### src/hdl/eya_pkg.sv
package eya_pkg;

	// ---------------------------------------------------------------
	// register map
	// ---------------------------------------------------------------
	localparam logic [7:0] FRAMER_INT_STATUS_OFF = 8'h00;
	localparam logic [7:0] BLOCK_INT_ENABLE_OFF = 8'h01;
	localparam logic [7:0] ALARM_ERROR_STATUS_OFF = 8'h02;
	localparam logic [7:0] ALARM_ERROR_INT_ENABLE_OFF = 8'h03;
	localparam logic [7:0] INTERRUPT_CONTROL_OFF = 8'h04;
	localparam logic [7:0] ALARM_STATE_OFF = 8'h05;

	// ---------------------------------------------------------------
	// field positions
	// ---------------------------------------------------------------
	localparam int FRAME_ALARM_BIT = 0;
	localparam int MULTI_ALARM_BIT = 5;
	localparam int ALARM_GROUP_EN_BIT = 1;
	localparam int ALARM_GROUP_PEND_BIT = 1;
	localparam int CLEAR_ON_READ_BIT = 0;

	// ---------------------------------------------------------------
	// reset values
	// ---------------------------------------------------------------
	localparam logic [7:0] BLOCK_INT_ENABLE_RST = 8'h00;
	localparam logic [7:0] ALARM_ERROR_INT_ENABLE_RST = 8'h00;
	localparam logic [7:0] INTERRUPT_CONTROL_RST = 8'h00;
	localparam logic [7:0] ALARM_ERROR_STATUS_RST = 8'h00;
	localparam logic [7:0] READ_DATA_RST = 8'h00;

	// ---------------------------------------------------------------
	// timing: interval measured in received frames
	// ---------------------------------------------------------------
	localparam int INTERVAL_NS = 4000000;
	localparam int FRAME_NS = 125000;
	localparam int FRAMES_PER_INTERVAL = INTERVAL_NS / FRAME_NS;
	localparam logic [4:0] FRAME_CNT_LAST = 5'(FRAMES_PER_INTERVAL - 1);
	localparam logic [6:0] DECLARE_COUNT = 7'h50;
	localparam logic [6:0] COUNT_ZERO = 7'h00;

	// ---------------------------------------------------------------
	// types
	// ---------------------------------------------------------------
	typedef struct packed {
		logic [7:0] addr;
		logic [7:0] wdata;
		logic wr;
		logic rd;
	} eya_req_t;

	typedef enum logic [1:0] {
		ALM_CLEAR = 2'b01,
		ALM_DECLARED = 2'b10
	} eya_alm_t;

endpackage

### src/hdl/eya_alarm_monitor.sv
// The address-and-strobe port was left to the implementer.
`timescale 1ns/100ps
// Summary of operation
// - frame remote alarm change requests interrupt only when enable bit 0 is set
// - block enable bit 1 gates every alarm interrupt with the per-alarm enable
// - frame remote alarm change, enables set, sets status bit 0
// - a set change bit stays until the host clears it, by read or by write depending on the clear mode
// - clear-on-read clears status on read; otherwise host writes ones to clear
// - each 4 ms interval is flagged if the multiframe pattern appeared once
// - flagged multiframe intervals count up; alarm declared at 80
// - unflagged multiframe intervals count down; alarm withdrawn at zero
// - multiframe alarm change requests interrupt only when enable bit 5 is set
// - multiframe alarm change, enables set, sets its change status bit
// - frame pattern checked per interval, counted up, alarm declared at 80
// - unflagged frame intervals count down; alarm withdrawn at zero
// - status bit 5 reports multiframe change, cleared on read or write
module eya_alarm_monitor (
	input wire logic i_clk,
	input wire logic i_rstn,
	input wire logic i_ce,
	input wire logic [7:0] i_addr,
	input wire logic [7:0] i_wdata,
	input wire logic i_wr,
	input wire logic i_rd,
	input wire logic i_frame_sync,
	input wire logic i_frame_remote_alarm,
	input wire logic i_multiframe_remote_alarm,
	output logic [7:0] o_rdata,
	output logic o_irq,
	output logic o_frame_remote_alarm,
	output logic o_multiframe_remote_alarm
);

	// ---------------------------------------------------------------
	// helpers
	// ---------------------------------------------------------------
	// address match shared by read and write paths
	function automatic logic eya_hit(input eya_pkg::eya_req_t rq, input logic [7:0] off);
		eya_hit = (rq.addr == off);
	endfunction

	// up/down step that never wraps
	function automatic logic [6:0] eya_step(input logic [6:0] cnt, input logic flagged);
		if (flagged) begin
			eya_step = (cnt == eya_pkg::DECLARE_COUNT) ? cnt : cnt + 7'h01;
		end else begin
			eya_step = (cnt == eya_pkg::COUNT_ZERO) ? cnt : cnt - 7'h01;
		end
	endfunction

	// ---------------------------------------------------------------
	// declarations
	// ---------------------------------------------------------------
	eya_pkg::eya_req_t req;
	logic [1:0] pattern;
	logic [4:0] frame_cnt_ff;
	logic iv_end;
	logic [1:0] flag_ff;
	logic [1:0] flagged;
	logic [6:0] cnt_ff [2];
	logic [6:0] nxt_cnt [2];
	eya_pkg::eya_alm_t alm_ff [2];
	logic [1:0] alarm_now;
	logic [1:0] chg;
	logic [7:0] blk_int_en_ff;
	logic [7:0] alm_int_en_ff;
	logic [7:0] int_ctrl_ff;
	logic [7:0] status_ff;
	logic [7:0] nxt_status;
	logic [7:0] nxt_rdata;
	logic read_clear;
	logic write_clear;
	logic [7:0] pending;

	assign req = '{addr: i_addr, wdata: i_wdata, wr: i_wr, rd: i_rd};
	assign pattern = {i_multiframe_remote_alarm, i_frame_remote_alarm};

	// ---------------------------------------------------------------
	// interval timing
	// ---------------------------------------------------------------
	// the interval follows received frames, so it stretches with line slips
	assign iv_end = i_frame_sync && (frame_cnt_ff == eya_pkg::FRAME_CNT_LAST);

	always_ff @(posedge i_clk) begin
		if (!i_rstn) begin
			frame_cnt_ff <= 5'h00;
		end else if (i_ce && i_frame_sync) begin
			frame_cnt_ff <= iv_end ? 5'h00 : frame_cnt_ff + 5'h01;
		end
	end

	// pattern seen in the closing cycle still counts for the closing interval
	assign flagged = flag_ff | pattern;

	always_ff @(posedge i_clk) begin
		if (!i_rstn) begin
			flag_ff <= 2'b00;
		end else if (i_ce) begin
			flag_ff <= iv_end ? 2'b00 : flagged;
		end
	end

	// ---------------------------------------------------------------
	// flag counters and alarm state
	// ---------------------------------------------------------------
	always_comb begin
		for (int i = 0; i < 2; i++) begin
			nxt_cnt[i] = eya_step(cnt_ff[i], flagged[i]);
			alarm_now[i] = (alm_ff[i] == eya_pkg::ALM_DECLARED);
		end
	end

	always_ff @(posedge i_clk) begin
		if (!i_rstn) begin
			cnt_ff[0] <= eya_pkg::COUNT_ZERO;
			cnt_ff[1] <= eya_pkg::COUNT_ZERO;
		end else if (i_ce && iv_end) begin
			cnt_ff[0] <= nxt_cnt[0];
			cnt_ff[1] <= nxt_cnt[1];
		end
	end

	// change pulse: declare or withdraw, one cycle, at interval close
	always_comb begin
		for (int i = 0; i < 2; i++) begin
			chg[i] = 1'b0;
			if (iv_end) begin
				case (alm_ff[i])
					eya_pkg::ALM_CLEAR: chg[i] = (nxt_cnt[i] == eya_pkg::DECLARE_COUNT);
					eya_pkg::ALM_DECLARED: chg[i] = (nxt_cnt[i] == eya_pkg::COUNT_ZERO);
					default: chg[i] = 1'b1;
				endcase
			end
		end
	end

	always_ff @(posedge i_clk) begin
		if (!i_rstn) begin
			alm_ff[0] <= eya_pkg::ALM_CLEAR;
			alm_ff[1] <= eya_pkg::ALM_CLEAR;
		end else if (i_ce) begin
			for (int i = 0; i < 2; i++) begin
				if (chg[i]) begin
					// any illegal code also falls back to clear
					if (alm_ff[i] == eya_pkg::ALM_CLEAR) begin
						alm_ff[i] <= eya_pkg::ALM_DECLARED;
					end else begin
						alm_ff[i] <= eya_pkg::ALM_CLEAR;
					end
				end
			end
		end
	end

	// ---------------------------------------------------------------
	// enable and control registers
	// ---------------------------------------------------------------
	always_ff @(posedge i_clk) begin
		if (!i_rstn) begin
			blk_int_en_ff <= eya_pkg::BLOCK_INT_ENABLE_RST;
			alm_int_en_ff <= eya_pkg::ALARM_ERROR_INT_ENABLE_RST;
			int_ctrl_ff <= eya_pkg::INTERRUPT_CONTROL_RST;
		end else if (i_ce && req.wr) begin
			if (eya_hit(req, eya_pkg::BLOCK_INT_ENABLE_OFF)) begin
				blk_int_en_ff <= req.wdata;
			end
			if (eya_hit(req, eya_pkg::ALARM_ERROR_INT_ENABLE_OFF)) begin
				alm_int_en_ff <= req.wdata;
			end
			if (eya_hit(req, eya_pkg::INTERRUPT_CONTROL_OFF)) begin
				int_ctrl_ff <= req.wdata;
			end
		end
	end

	// ---------------------------------------------------------------
	// change status with set-over-clear
	// ---------------------------------------------------------------
	assign read_clear = req.rd && int_ctrl_ff[eya_pkg::CLEAR_ON_READ_BIT]
		&& (eya_hit(req, eya_pkg::ALARM_ERROR_STATUS_OFF)
		|| eya_hit(req, eya_pkg::FRAMER_INT_STATUS_OFF));
	assign write_clear = req.wr && !int_ctrl_ff[eya_pkg::CLEAR_ON_READ_BIT]
		&& eya_hit(req, eya_pkg::ALARM_ERROR_STATUS_OFF);

	always_comb begin
		nxt_status = status_ff;
		if (read_clear) begin
			nxt_status = 8'h00;
		end
		if (write_clear) begin
			nxt_status = status_ff & ~req.wdata;
		end
		// status only records changes while both enables are on
		if (chg[0] && alm_int_en_ff[eya_pkg::FRAME_ALARM_BIT]
			&& blk_int_en_ff[eya_pkg::ALARM_GROUP_EN_BIT]) begin
			nxt_status[eya_pkg::FRAME_ALARM_BIT] = 1'b1;
		end
		if (chg[1] && alm_int_en_ff[eya_pkg::MULTI_ALARM_BIT]
			&& blk_int_en_ff[eya_pkg::ALARM_GROUP_EN_BIT]) begin
			nxt_status[eya_pkg::MULTI_ALARM_BIT] = 1'b1;
		end
		// unimplemented change bits stay zero
		nxt_status = nxt_status & ((8'h01 << eya_pkg::FRAME_ALARM_BIT)
			| (8'h01 << eya_pkg::MULTI_ALARM_BIT));
	end

	always_ff @(posedge i_clk) begin
		if (!i_rstn) begin
			status_ff <= eya_pkg::ALARM_ERROR_STATUS_RST;
		end else if (i_ce) begin
			status_ff <= nxt_status;
		end
	end

	// ---------------------------------------------------------------
	// interrupt and read data
	// ---------------------------------------------------------------
	assign pending = status_ff & alm_int_en_ff
		& {8{blk_int_en_ff[eya_pkg::ALARM_GROUP_EN_BIT]}};

	always_comb begin
		nxt_rdata = 8'h00; // unmapped offsets read zero
		case (1'b1)
			eya_hit(req, eya_pkg::FRAMER_INT_STATUS_OFF): begin
				nxt_rdata[eya_pkg::ALARM_GROUP_PEND_BIT] = |pending;
			end
			eya_hit(req, eya_pkg::BLOCK_INT_ENABLE_OFF): nxt_rdata = blk_int_en_ff;
			eya_hit(req, eya_pkg::ALARM_ERROR_STATUS_OFF): nxt_rdata = status_ff;
			eya_hit(req, eya_pkg::ALARM_ERROR_INT_ENABLE_OFF): nxt_rdata = alm_int_en_ff;
			eya_hit(req, eya_pkg::INTERRUPT_CONTROL_OFF): nxt_rdata = int_ctrl_ff;
			eya_hit(req, eya_pkg::ALARM_STATE_OFF): begin
				nxt_rdata[eya_pkg::FRAME_ALARM_BIT] = alarm_now[0];
				nxt_rdata[eya_pkg::MULTI_ALARM_BIT] = alarm_now[1];
			end
			default: nxt_rdata = 8'h00;
		endcase
	end

	// read data valid only in the cycle after the strobe
	always_ff @(posedge i_clk) begin
		if (!i_rstn) begin
			o_rdata <= eya_pkg::READ_DATA_RST;
		end else if (i_ce) begin
			o_rdata <= req.rd ? nxt_rdata : eya_pkg::READ_DATA_RST;
		end
	end

	// one cycle behind status; acceptable for a level interrupt
	always_ff @(posedge i_clk) begin
		if (!i_rstn) begin
			o_irq <= 1'b0;
			o_frame_remote_alarm <= 1'b0;
			o_multiframe_remote_alarm <= 1'b0;
		end else if (i_ce) begin
			o_irq <= |pending;
			o_frame_remote_alarm <= alarm_now[0];
			o_multiframe_remote_alarm <= alarm_now[1];
		end
	end
endmodule

### config.mk
export PLATFORM = sky130hd
export DESIGN_NAME = eya_alarm_monitor
export DESIGN_NICKNAME = d
export VERILOG_FILES = /design/src/hdl/eya_pkg.sv /design/src/hdl/eya_alarm_monitor.sv
export SDC_FILE = /design/constraint.sdc
export NUM_CORES = 1
export LEC_CHECK = 0
export BUFFER_PORTS_ARGS = -buffer_cell sky130_fd_sc_hd__buf_4
export CELL_PAD_IN_SITES_DETAIL_PLACEMENT = 1
export CELL_PAD_IN_SITES_GLOBAL_PLACEMENT = 2
export CORE_ASPECT_RATIO = 2
export CORE_UTILIZATION = 37
export CTS_CLUSTER_SIZE = 12
export DETAILED_ROUTE_END_ITERATION = 12
export PLACE_DENSITY = 0.83
export SYNTH_ARGS = -nofsm -noshare
export SYNTH_HDL_FRONTEND = slang
export SYNTH_SLANG_ARGS = --single-unit
### constraint.sdc
create_clock -name i_clk -period 3.6 [get_ports i_clk]
set_input_delay 0.54 -clock i_clk [delete_from_list [all_inputs] [get_ports i_clk]]
set_output_delay 0.54 -clock i_clk [all_outputs]
set_load 0.005 [all_outputs]
# ---- After elaboration in Yosys (flattened, before gate mapping)
# Memory sizes are Yosys's and may differ from the RTL's.
# Index checks and enable logic that the tools add are counted.
dict set report totals {
  reg_bits 44
  latch_bits 0
  mem_bits_rw 18
  romBits 0
  input_bits 24
  output_inout_bits 11
  memories 2
}
# memory words word_bits rd rd_ports_with_merged_regs write_ports line_no
set memory_table {}
lappend memory_table {cnt_ff 2 7 2 0 2 eya_alarm_monitor.sv:60} ;# logic [6:0] cnt_ff [2];
lappend memory_table {alm_ff 2 2 2 0 2 eya_alarm_monitor.sv:62} ;# eya_pkg::eya_alm_t alm_ff [2];
dict set report classes {
  addsub 5
  multipliers 0
  div 0
  magnitude_cmp 0
  eq_ne 14
  n_shift 0
  muxes 74
  bitwise 11
  reduce_logical 27
}
# operator count
set ops {}
lappend ops {{7-bit two-way mux} 8}
lappend ops {{1-bit two-way mux} 45}
lappend ops {{7-bit equality test, second input constant} 4}
lappend ops {{7-bit logical NOT} 4}
lappend ops {{2-bit two-way mux} 10}
lappend ops {{8-bit by 2-bit equality test with 1-bit output, second input constant} 2}
lappend ops {{8-bit by 3-bit equality test with 1-bit output, second input constant} 2}
lappend ops {{3-bit two-way mux} 5}
lappend ops {{7-bit by 1-bit adder with 7-bit output, second input constant} 2}
lappend ops {{7-bit by 1-bit subtractor with 7-bit output, second input constant} 2}
lappend ops {{1-bit logical AND} 12}
lappend ops {{6-bit two-way mux} 2}
lappend ops {{2-bit AND reduction} 5}
lappend ops {{6-bit by 8-bit bitwise AND with 8-bit output} 1}
lappend ops {{8-bit bitwise AND} 1}
lappend ops {{8-bit by 1-bit equality test with 1-bit output, second input constant} 1}
lappend ops {{8-bit logical NOT} 1}
lappend ops {{8-bit two-way mux} 1}
lappend ops {{8-bit OR reduction} 1}
lappend ops {{6-bit bitwise AND} 1}
lappend ops {{6-bit inverter} 1}
lappend ops {{1-bit bitwise OR} 6}
lappend ops {{3-bit nonzero test} 2}
lappend ops {{5-bit by 1-bit adder with 5-bit output, second input constant} 1}
lappend ops {{other kinds (8)} 11}

# ---- Depth between registers and ports, before layout
# Gate-level depths: netlist of the first run.
# An unclocked memory read counts as a cell.
dict set report logic_depth {
  word_depth 13
  depth_mapped 11
}

# ---- Least setup slack after synthesis of the first run
# No wires, ideal clock.
dict set report synth_path {
  path_type {register -> register}
  start {memory cnt_ff[0][0]}
  end {memory alm_ff[0][0] (netlist name) (enable)}
  arrival_ns 2.684
  required_ns 3.273
  setup_slack_ns 0.588
  path_stages_with_launch 11
  path_buffers 2
  period_less_slack_ns 3.012
  cell_sequence {edfxtp_1 -> clkbuf_1 -> inv_1 -> ha_1 -> or4b_1 -> buf_2 -> o21a_1 -> a221o_1 -> a221oi_2 -> a41oi_2 -> o21ai_0}
}
# item line_no
set synth_rtl {}
lappend synth_rtl {{start: declaration} eya_alarm_monitor.sv:60}
lappend synth_rtl {{end: declaration} eya_alarm_monitor.sv:62}

==> reports/results.ini, run 1 <==
[run_status]
status = finished, final reports clean

[floorplan]
die_x_um = 71.7
placementRows = 50
initial_core_util_pct = 38.3
pin_count = 35
dieArea_mm2 = 0.0101
core-area_mm2 = 0.00938
die_y_um = 141

[synthesis]
synth.cell_area_mm2 = 0.00359
yosysMostFrequentCell = dfxtp_1
synthTopCellsByArea = dfxtp_1 (26%), edfxtp_1 (13%), mux2i_1 (9.5%)
synth_edf_count = 16
yosysWarnings = 0
synth_common_cells = dfxtp_1 (46), mux2i_1 (34), nor2b_1 (32)
ys_types = 64
syn_nets = 427
yosysSeqAreaShare_pct = 39.0
syn_inst = 393
yosys_most_used_dff = dfxtp_1
yosys.area.top_type = dfxtp_1
syn_avg_cell_area_um2 = 9.14
synthArstFlopShare_pct = 0
yosys_register_bits = 62
yosysTopAreaCellShare_pct = 25.6

[timing]
finalMaxSlewViolations = 0
slew_headroom_pct = 40.8
rsz0062_at_grt = no
fin_crit_sh_pct = 90.4
setup_viol = 0
hold_violations = 0
post-route-min-period_ns = 3.25
fin_skew_ns = 0.00692
fmax_ghz = 0.307
fin_ws_ns = 0.347
fin_setup_tns_ns = 0
tightestPinTransition_ns = 0.886
hold_ws_ns = 0.468

[min_path]
hold_path.class = in -> reg
holdPathStages = 3

[worst_setup_path]
startpoint_type = flop
critPathArrivalTime_ns = 3.26
end_kind = flop
worstRegToRegCells = 8
critPathMaxFanout = 8
crit_required_ns = 3.60
rrSetupSlack_ns = 0.35
critical_path_class = reg -> reg

[clocking]
cts_max_path_buffers = 2
h-tree-depth = 3
cts.clk_slew.worst_paths_ns = 0.06
cts_inserted_buffers = 9
cts_resized = 0
cts_hold_buf = 0
tritoncts = built
cts_root_buf = clkbuf_16
clock_latency_ns = 0.33
post_cts_buffers = 0
cts.sinks = 62

[cells_and_area]
diodes = 0
syn2layout_area_growth_pct = 18.9
drive_above_1_share_pct = 17.5
final_nets = 457

[detailed_routing]
wl_per_cell_um = 19.3
vias = 3162
drt-initial-drc-count = 238
routed_wl_um = 10300
remaining_drc_errors = 0
vias_per_cell = 5.94
ant_nets = 0
firstDrtPassIters = 4

[flow_run]
drv_cap = 0

[power]
p_leak_nw = 1.62
p_per_area_mw_per_mm2 = 435
irDropWorstVdd_v = 0.000363

[grt]
overflow = 0
grt_pass1_wl_um = 16500
grt_max_degree = 45
globalRouteTotalUtil_pct = 21.5
antenna_found_initial = 0
grt_pass1_vias = 3318

[placed_design]
gp_congestion = 0.915
pre_cts_slack_ns = 0.378
port_buffers = 34
hpwl_um = 7750

[where the power goes]
group          internal (W)  total [W]  leakage [nW]  switching (W)
Sequential         0.000728   0.000748         0.524      0.0000202
Combinational     0.0000709   0.000168         0.931      0.0000974
Clock              0.000626   0.000939         0.161       0.000313
[metrics by stage]
stage / area (µm²) / utilization, % / instances / total power, W
detailed placement: 3950 / 42.1 / 516 / 0.000930
global route: 4270 / 45.5 / 532 / 0.00192
global placement: 3950 / 42.1 / 516 / 0.000926
floorplan: 3590 / - / 393 / 0.000862
CTS: 4270 / 45.5 / 532 / 0.00187
finish: 4270 / 45.5 / 532 / 0.00185
[cell families (layout without fill, tap and decap cells)]
group                      Yosys count  after routing  synth area share (%)
DFF                                 62             62                  39.0
muxes                               38             38                  10.8
buffers and inverters               42             77                  4.67
adders and majority gates           10             10                  3.48
AOI/OAI and AO/OA                   88             88                  17.8
xor gates and xnor gates             6              6                  1.46
and+or+nand+nor                    147            147                  22.7
[layout by cell type (no fill, tap or decap), types with 4 or more instances in the layout]
cell type,instances
a21oi_1,11
a221oi_1,4
and2_1,5
and3_1,8
buf_4,44
clkbuf_16,9
dfxtp_1,46
edfxtp_1,16
ha_1,10
inv_1,17
mux2i_1,34
nand2_1,22
nand3_1,7
nand3b_1,4
nand4_1,7
nor2_1,29
nor2b_1,32
nor3_1,9
nor4_1,4
o211ai_1,4
o21a_1,8
o21ai_0,18
o22ai_1,5
[per-layer routing]
| layer | up-vias | share of wire, % | track usage, % |
|---|---|---|---|
| met3 | 39 | 2.3 | 3.34 |
| li1 | 1510 | - | - |
| met5 | - | 0 | 0 |
| met2 | 75 | 57 | 41.9 |
| met4 | 0 | 5.3 | 13.2 |
| met1 | 1538 | 35 | 19.9 |
[state kept, by name, indices dropped and copies added, names as in the netlist]
register,flops
o_rdata,8
flag_ff,2
o_multiframe_remote_alarm,1
alm_int_en_ff,8
o_irq,1
o_frame_remote_alarm,1
frame_cnt_ff,5
int_ctrl_ff,8
status_ff,2
alm_ff,4
cnt_ff,14
blk_int_en_ff,8
[worst max-delay path, cell delays in order, from the launching register on]
cell      delay [ns]
edfxtp_1        0.48
inv_1           0.13
ha_1            0.22
or4b_1          0.60
o21a_1          0.28
a221o_1         0.38
a221oi_2        0.26
a41oi_2         0.24
o21ai_0         0.33
[worst paths after layout]
kind	from	endpoint
setup / recovery	cnt_ff[0][1]	alm_ff[0][0]
setup reg to reg	cnt_ff[0][1]	alm_ff[0][0]
hold reg to reg	flag_ff[0]	flag_ff[0]
hold / removal	i_frame_remote_alarm	flag_ff[0]
[layout make-up]
| cell class | instances | area, µm² |
|---|---|---|
| fillers | 1090 | 5110 |
| flip-flops and latches | 62 | 1400 |
| clock buffers | 11 | 243 |
| repair buffers | 44 | 330 |
| multi-input cells | 289 | 2020 |
| inverters | 17 | 63.8 |
| clock inverters | 5 | 78.8 |
| well taps | 104 | 130 |
(Power assumes the default switching activity.)
==> run 2, diff against run 1 <==
--- a/config.mk
+++ b/config.mk
@@ -9,10 +9,10 @@
 export CELL_PAD_IN_SITES_DETAIL_PLACEMENT = 1
 export CELL_PAD_IN_SITES_GLOBAL_PLACEMENT = 2
 export CORE_ASPECT_RATIO = 2
-export CORE_UTILIZATION = 37
+export CORE_UTILIZATION = 33
 export CTS_CLUSTER_SIZE = 12
 export DETAILED_ROUTE_END_ITERATION = 12
-export PLACE_DENSITY = 0.83
+export PLACE_DENSITY = 0.78
 export SYNTH_ARGS = -nofsm -noshare
 export SYNTH_HDL_FRONTEND = slang
 export SYNTH_SLANG_ARGS = --single-unit
==> constraint.sdc (replaced) <==
create_clock -name i_clk -period 2.8 [get_ports i_clk]
set_input_delay 0.42 -clock i_clk [delete_from_list [all_inputs] [get_ports i_clk]]
set_output_delay 0.42 -clock i_clk [all_outputs]
set_load 0.005 [all_outputs]
==> run 2 against run 1 <==
Compared with the run above: the run now ends with setup timing left; hold slack got worse by 0.12 ns; via count increased by 4.6%; die area increased by 12%; register-to-register slack got worse by 0.36 ns; clock skew barely moved; final cell count grew 14%; sequential power up 27%; critical endpoint unchanged; first-iteration DRC count is 66% lower; clock power rose by 20%.
==> reports/results.ini, run 2 (synthesis results as in run 1) <==
[timing]
tightestPinTransition_ns = 0.494
setup_viol = 1
fin_ws_ns = -0.0115
fin_skew_ns = 0.00647
slew_headroom_pct = 66.7
post-route-min-period_ns = 2.81
rsz0062_at_grt = yes
hold_violations = 0
fin_crit_sh_pct = 100
fmax_ghz = 0.356
finalMaxSlewViolations = 0
hold_ws_ns = 0.352

[floorplan]
initial_core_util_pct = 34.1
placementRows = 53
die_x_um = 75.8
dieArea_mm2 = 0.0113
pin_count = 35
die_y_um = 150
core-area_mm2 = 0.0105

[clocking]
h-tree-depth = 3
cts_root_buf = clkbuf_16
cts_hold_buf = 0
cts.clk_slew.worst_paths_ns = 0.05
cts_max_path_buffers = 2
clock_latency_ns = 0.33
tritoncts = built
cts_inserted_buffers = 9
cts.sinks = 62

[worst_setup_path]
max_stage_delay_ns = 0.50
crit_required_ns = 2.88
path_cells = inv_4 > ha_4 > or4b_4 > o21a_1 > a221o_1 > a221oi_2 > a41oi_2 > mux2_4
end_kind = flop
cp_slowest_cell = or4b_4
startpoint_type = flop
critPathArrivalTime_ns = 2.89
timing.critical_path.buf_inv = 1
path_delay_family = compound AO/OA/AOI/OAI gates
critical_path_class = reg -> reg
critPathMaxFanout = 6

[power]
power_w = 0.00237
p_per_area_mw_per_mm2 = 508
irDropWorstVdd_v = 0.000443
p_leak_nw = 1.80

[placed_design]
dp_cells = 588
gp_congestion = 0.850
port_buffers = 34
hpwl_um = 8460

[cells_and_area]
final_nets = 498
layout_commonest_cell = buf_4
regMostFlops = cnt_ff
syn2layout_area_growth_pct = 29.7
fin_cells = 606
most-common-layout-cells = buf_4 (85), dfxtp_1 (46), mux2i_1 (34)
largest_reg_flops = 14
diodes = 0
n_fill_cell = 1196
drive_above_1_share_pct = 27.3

[detailed_routing]
vias_per_cell = 5.46
drt-initial-drc-count = 81
wl_per_cell_um = 17.8
ant_nets = 0
vias = 3308
remaining_drc_errors = 0
firstDrtPassIters = 5
routed_wl_um = 10800

[grt]
overflow = 0
globalRouteTotalUtil_pct = 21.1
grt_max_degree = 45
antenna_found_initial = 0
grt_pass1_vias = 3538
grt_pass1_wl_um = 17500

[min_path]
hold_path.class = in -> reg

[flow_run]
drv_cap = 0

[run_status]
violations = setup timing
status = finished, violations left

run 2: worst reg2reg max path, delay by kind of cell, from the launching register on:
kind / cells / cell delay [ns]
simple gates: 1 / 0.50
buf+inv: 1 / 0.09
flops: 1 / 0.43
mux: 1 / 0.33
compound gates: 4 / 1.08
fa+ha+maj: 1 / 0.13
run 2: worst paths after layout:
check,from,endpoint,slack [ns],cells past startpoint
worst max-delay path,cnt_ff[0][0],alm_ff[0][0],-0.01,8
worst min-delay path,i_frame_remote_alarm,flag_ff[0],0.35,3
worst max register to register,cnt_ff[0][0],alm_ff[0][0],-0.01,8
worst min register to register,o_rdata[1],o_rdata[1],0.48,2
run 2: timing repair:
item	CTS	global route
endpoints found under the setup margin	7	8
resized for setup	8	5
pin swaps	3	4
buffers inserted	1	1
run 2: metal layers:
| layer | global-route usage [%] | routed length (µm) |
|---|---|---|
| met5 | 0 | 0 |
| met4 | 12.5 | 558 |
| met3 | 3.50 | 200 |
| met2 | 40.0 | 6290 |
| met1 | 19.7 | 3740 |
run 2: stage by stage:
step / cell area (µm²) / worst slack [ns] / setup TNS [ns] / util (%)
2_1_floorplan: 3630 / -0.0731 / -0.114 / -
3_3_place_gp: 4300 / -0.0699 / -0.0699 / 40.8
3_5_place_dp: 4300 / -0.120 / -0.321 / 40.8
4_1_cts: 4640 / -0.0447 / -0.107 / 44.0
5_1_grt: 4660 / -0.140 / -0.396 / 44.2
6_report: 4660 / -0.0115 / -0.0115 / 44.2
run 2: where the power goes:
group          total [W]  leakage [nW]  internal, W  switching, W
logic           0.000283          1.13     0.000132      0.000151
clock network    0.00113         0.151     0.000698      0.000433
registers       0.000951         0.524     0.000935     0.0000161
run 2: cell type report:
type | instances | area [µm²] | share of cell area [%]
clock inverters | 7 | 77.6 | 1.67
repair buffers | 85 | 638 | 13.7
multi-input cells | 289 | 2080 | 44.6
inverters | 17 | 66.3 | 1.42
well taps | 137 | 171 | 3.68
clock buffers | 9 | 225 | 4.84
flip-flops and latches | 62 | 1400 | 30.1
==> run 3, diff against run 2 <==
--- a/config.mk
+++ b/config.mk
@@ -6,13 +6,11 @@
 export NUM_CORES = 1
 export LEC_CHECK = 0
 export BUFFER_PORTS_ARGS = -buffer_cell sky130_fd_sc_hd__buf_4
-export CELL_PAD_IN_SITES_DETAIL_PLACEMENT = 1
-export CELL_PAD_IN_SITES_GLOBAL_PLACEMENT = 2
 export CORE_ASPECT_RATIO = 2
-export CORE_UTILIZATION = 33
+export CORE_UTILIZATION = 54
 export CTS_CLUSTER_SIZE = 12
 export DETAILED_ROUTE_END_ITERATION = 12
-export PLACE_DENSITY = 0.78
+export PLACE_DENSITY = 0.8
 export SYNTH_ARGS = -nofsm -noshare
 export SYNTH_HDL_FRONTEND = slang
 export SYNTH_SLANG_ARGS = --single-unit
==> run 3 against run 2 <==
Compared with the run above: largest power group unchanged; total power fell by 7.1%; non-clock buffer count rose by 3; global-route usage is 8.1 points higher; largest cell class unchanged; critical path type unchanged; combinational power up 1%; critical path depth unchanged; critical endpoint unchanged; clock-buffer cell count rose by 4; clock power shrank 15%; the run still ends with setup timing left.
==> reports/results.ini, run 3 (synthesis results as in run 1) <==
[worst_setup_path]
startpoint_type = flop
critical_path_class = reg -> reg
rrSetupSlack_ns = -0.009
max_stage_delay_ns = 0.50
worstRegToRegCells = 8
timing.rr.end = alm_ff[0][0]
end_kind = flop
timing.rr.start = cnt_ff[0][0]
cp_slowest_cell = or4b_4
critPathArrivalTime_ns = 2.89
path_cells = inv_4 > ha_4 > or4b_4 > o21a_1 > a221o_1 > a221oi_2 > a41oi_4 > mux2_4
critPathMaxFanout = 5
crit_required_ns = 2.88

[placed_design]
gp_congestion = 0.967
hpwl_um = 6800
port_buffers = 34
pre_cts_slack_ns = -0.149

[timing]
fin_ws_ns = -0.00896
hold_violations = 0
hold_ws_ns = 0.354
rsz0062_at_grt = yes
post-route-min-period_ns = 2.81
finalMaxSlewViolations = 0
fmax_ghz = 0.356
setup_viol = 1
slew_headroom_pct = 63.0
fin_skew_ns = 0.00463
tightestPinTransition_ns = 0.554
fin_crit_sh_pct = 100

[floorplan]
initial_core_util_pct = 56.5
die_x_um = 59.7
core-area_mm2 = 0.00636
pin_count = 35
dieArea_mm2 = 0.00700
die_y_um = 117
placementRows = 41

[grt]
globalRouteTotalUtil_pct = 29.2
antenna_found_initial = 0
grt_pass1_wl_um = 15400
overflow = 0
grt_pass1_vias = 3353
grt_max_degree = 45

[detailed_routing]
vias_per_cell = 5.89
vias = 3278
firstDrtPassIters = 5
ant_nets = 0
drt-initial-drc-count = 226
routed_wl_um = 9260
remaining_drc_errors = 0
wl_per_cell_um = 16.6

[min_path]
min_to = flag_ff[0]
hold_path.class = in -> reg
hold_start = i_frame_remote_alarm
holdPathStages = 3

[power]
power_w = 0.00220
p_per_area_mw_per_mm2 = 477
irDropWorstVdd_v = 0.000502
p_leak_nw = 1.80

[cells_and_area]
final_nets = 501
layout_commonest_cell = buf_4
drive_above_1_share_pct = 27.2
syn2layout_area_growth_pct = 28.1
largest_reg_flops = 14
regMostFlops = cnt_ff
most-common-layout-cells = buf_4 (88), dfxtp_1 (46), mux2i_1 (34)
diodes = 0
fin_util_pct = 72.3

[run_status]
violations = setup timing
status = finished, violations left

[clocking]
tritoncts = built
cts_inserted_buffers = 9
cts.sinks = 62
clock_latency_ns = 0.33
cts_max_path_buffers = 2
cts_root_buf = clkbuf_16
h-tree-depth = 3
cts.clk_slew.worst_paths_ns = 0.05

[flow_run]
drv_cap = 0

==> run 3: cell count changes in the layout (fill, tap and decap cells not counted), moves of 2 or more <==
cell | previous run | this run
buf_4 | 85 | 88
clkbuf_1 | 0 | 3
clkinv_4 | 2 | 0
inv_4 | 3 | 1
inv_6 | 2 | 0
==> run 3: timing repair <==
| item | 4_1_cts | 5_1_grt |
|---|---|---|
| hold endpoints to repair | 0 | 0 |
| resized for setup | 7 | 11 |
| setup endpoints to repair | 3 | 7 |
| hold buffers | 0 | 0 |
| pin swaps | 3 | 5 |
| setup buffers | 2 | 4 |
==> run 3: worst max path at each step <==
stage                 start  cells past startpoint      endpoint  slack (ns)
2_1_floorplan  cnt_ff[0][0]                     10  alm_ff[0][0]       -0.07
3_3_place_gp   cnt_ff[0][7]                      9  alm_ff[0][0]       -0.06
3_5_place_dp   cnt_ff[0][7]                      9  alm_ff[0][0]       -0.15
4_1_cts        cnt_ff[0][1]                      8  alm_ff[0][0]       -0.03
5_1_grt        cnt_ff[0][7]                      9  alm_ff[0][0]       -0.08
6_report       cnt_ff[0][0]                      8  alm_ff[0][0]      -0.009
==> run 3: routing by layer <==
layer	GRT usage (%)	vias to the layer above	part of all wire, %
li1	-	1594	-
met1	29.7	1551	37
met2	50.1	93	54
met3	5.84	40	3.0
met4	20.3	0	5.3
met5	0	-	0
==> run 3: critical path: cells and delay by family (launching register included) <==
family / cells / cell delay, ns
adders and majority gates: 1 / 0.13
and+or+nand+nor: 1 / 0.50
DFF: 1 / 0.43
AOI/OAI and AO/OA: 4 / 1.09
buffers and inverters: 1 / 0.09
muxes: 1 / 0.33
==> run 3: per-stage QoR <==
step,area (µm²),std cells,TNS [ns]
CTS,4540,553,-0.0872
floorplan,3630,393,-0.114
global route,4600,557,-0.148
detailed placement,4230,536,-0.152
global placement,4230,536,-0.0622
finish,4600,557,-0.00896
==> run 3: power by group <==
part           switching, W  leakage (nW)  total (W)  internal, W
logic              0.000150          1.15   0.000287     0.000137
clock network      0.000347         0.127   0.000958     0.000611
registers         0.0000144         0.524   0.000951     0.000937
total              0.000511          1.80    0.00220      0.00168
==> run 3: final cells by class <==
cell class	instances	area, µm²
fill	480	1760
inverter	17	66.3
clock buffer	13	250
multi-input combinational	289	2100
timing repair buffer	88	661
clock inverter	2	8.76
tap	86	108
sequential	62	1400
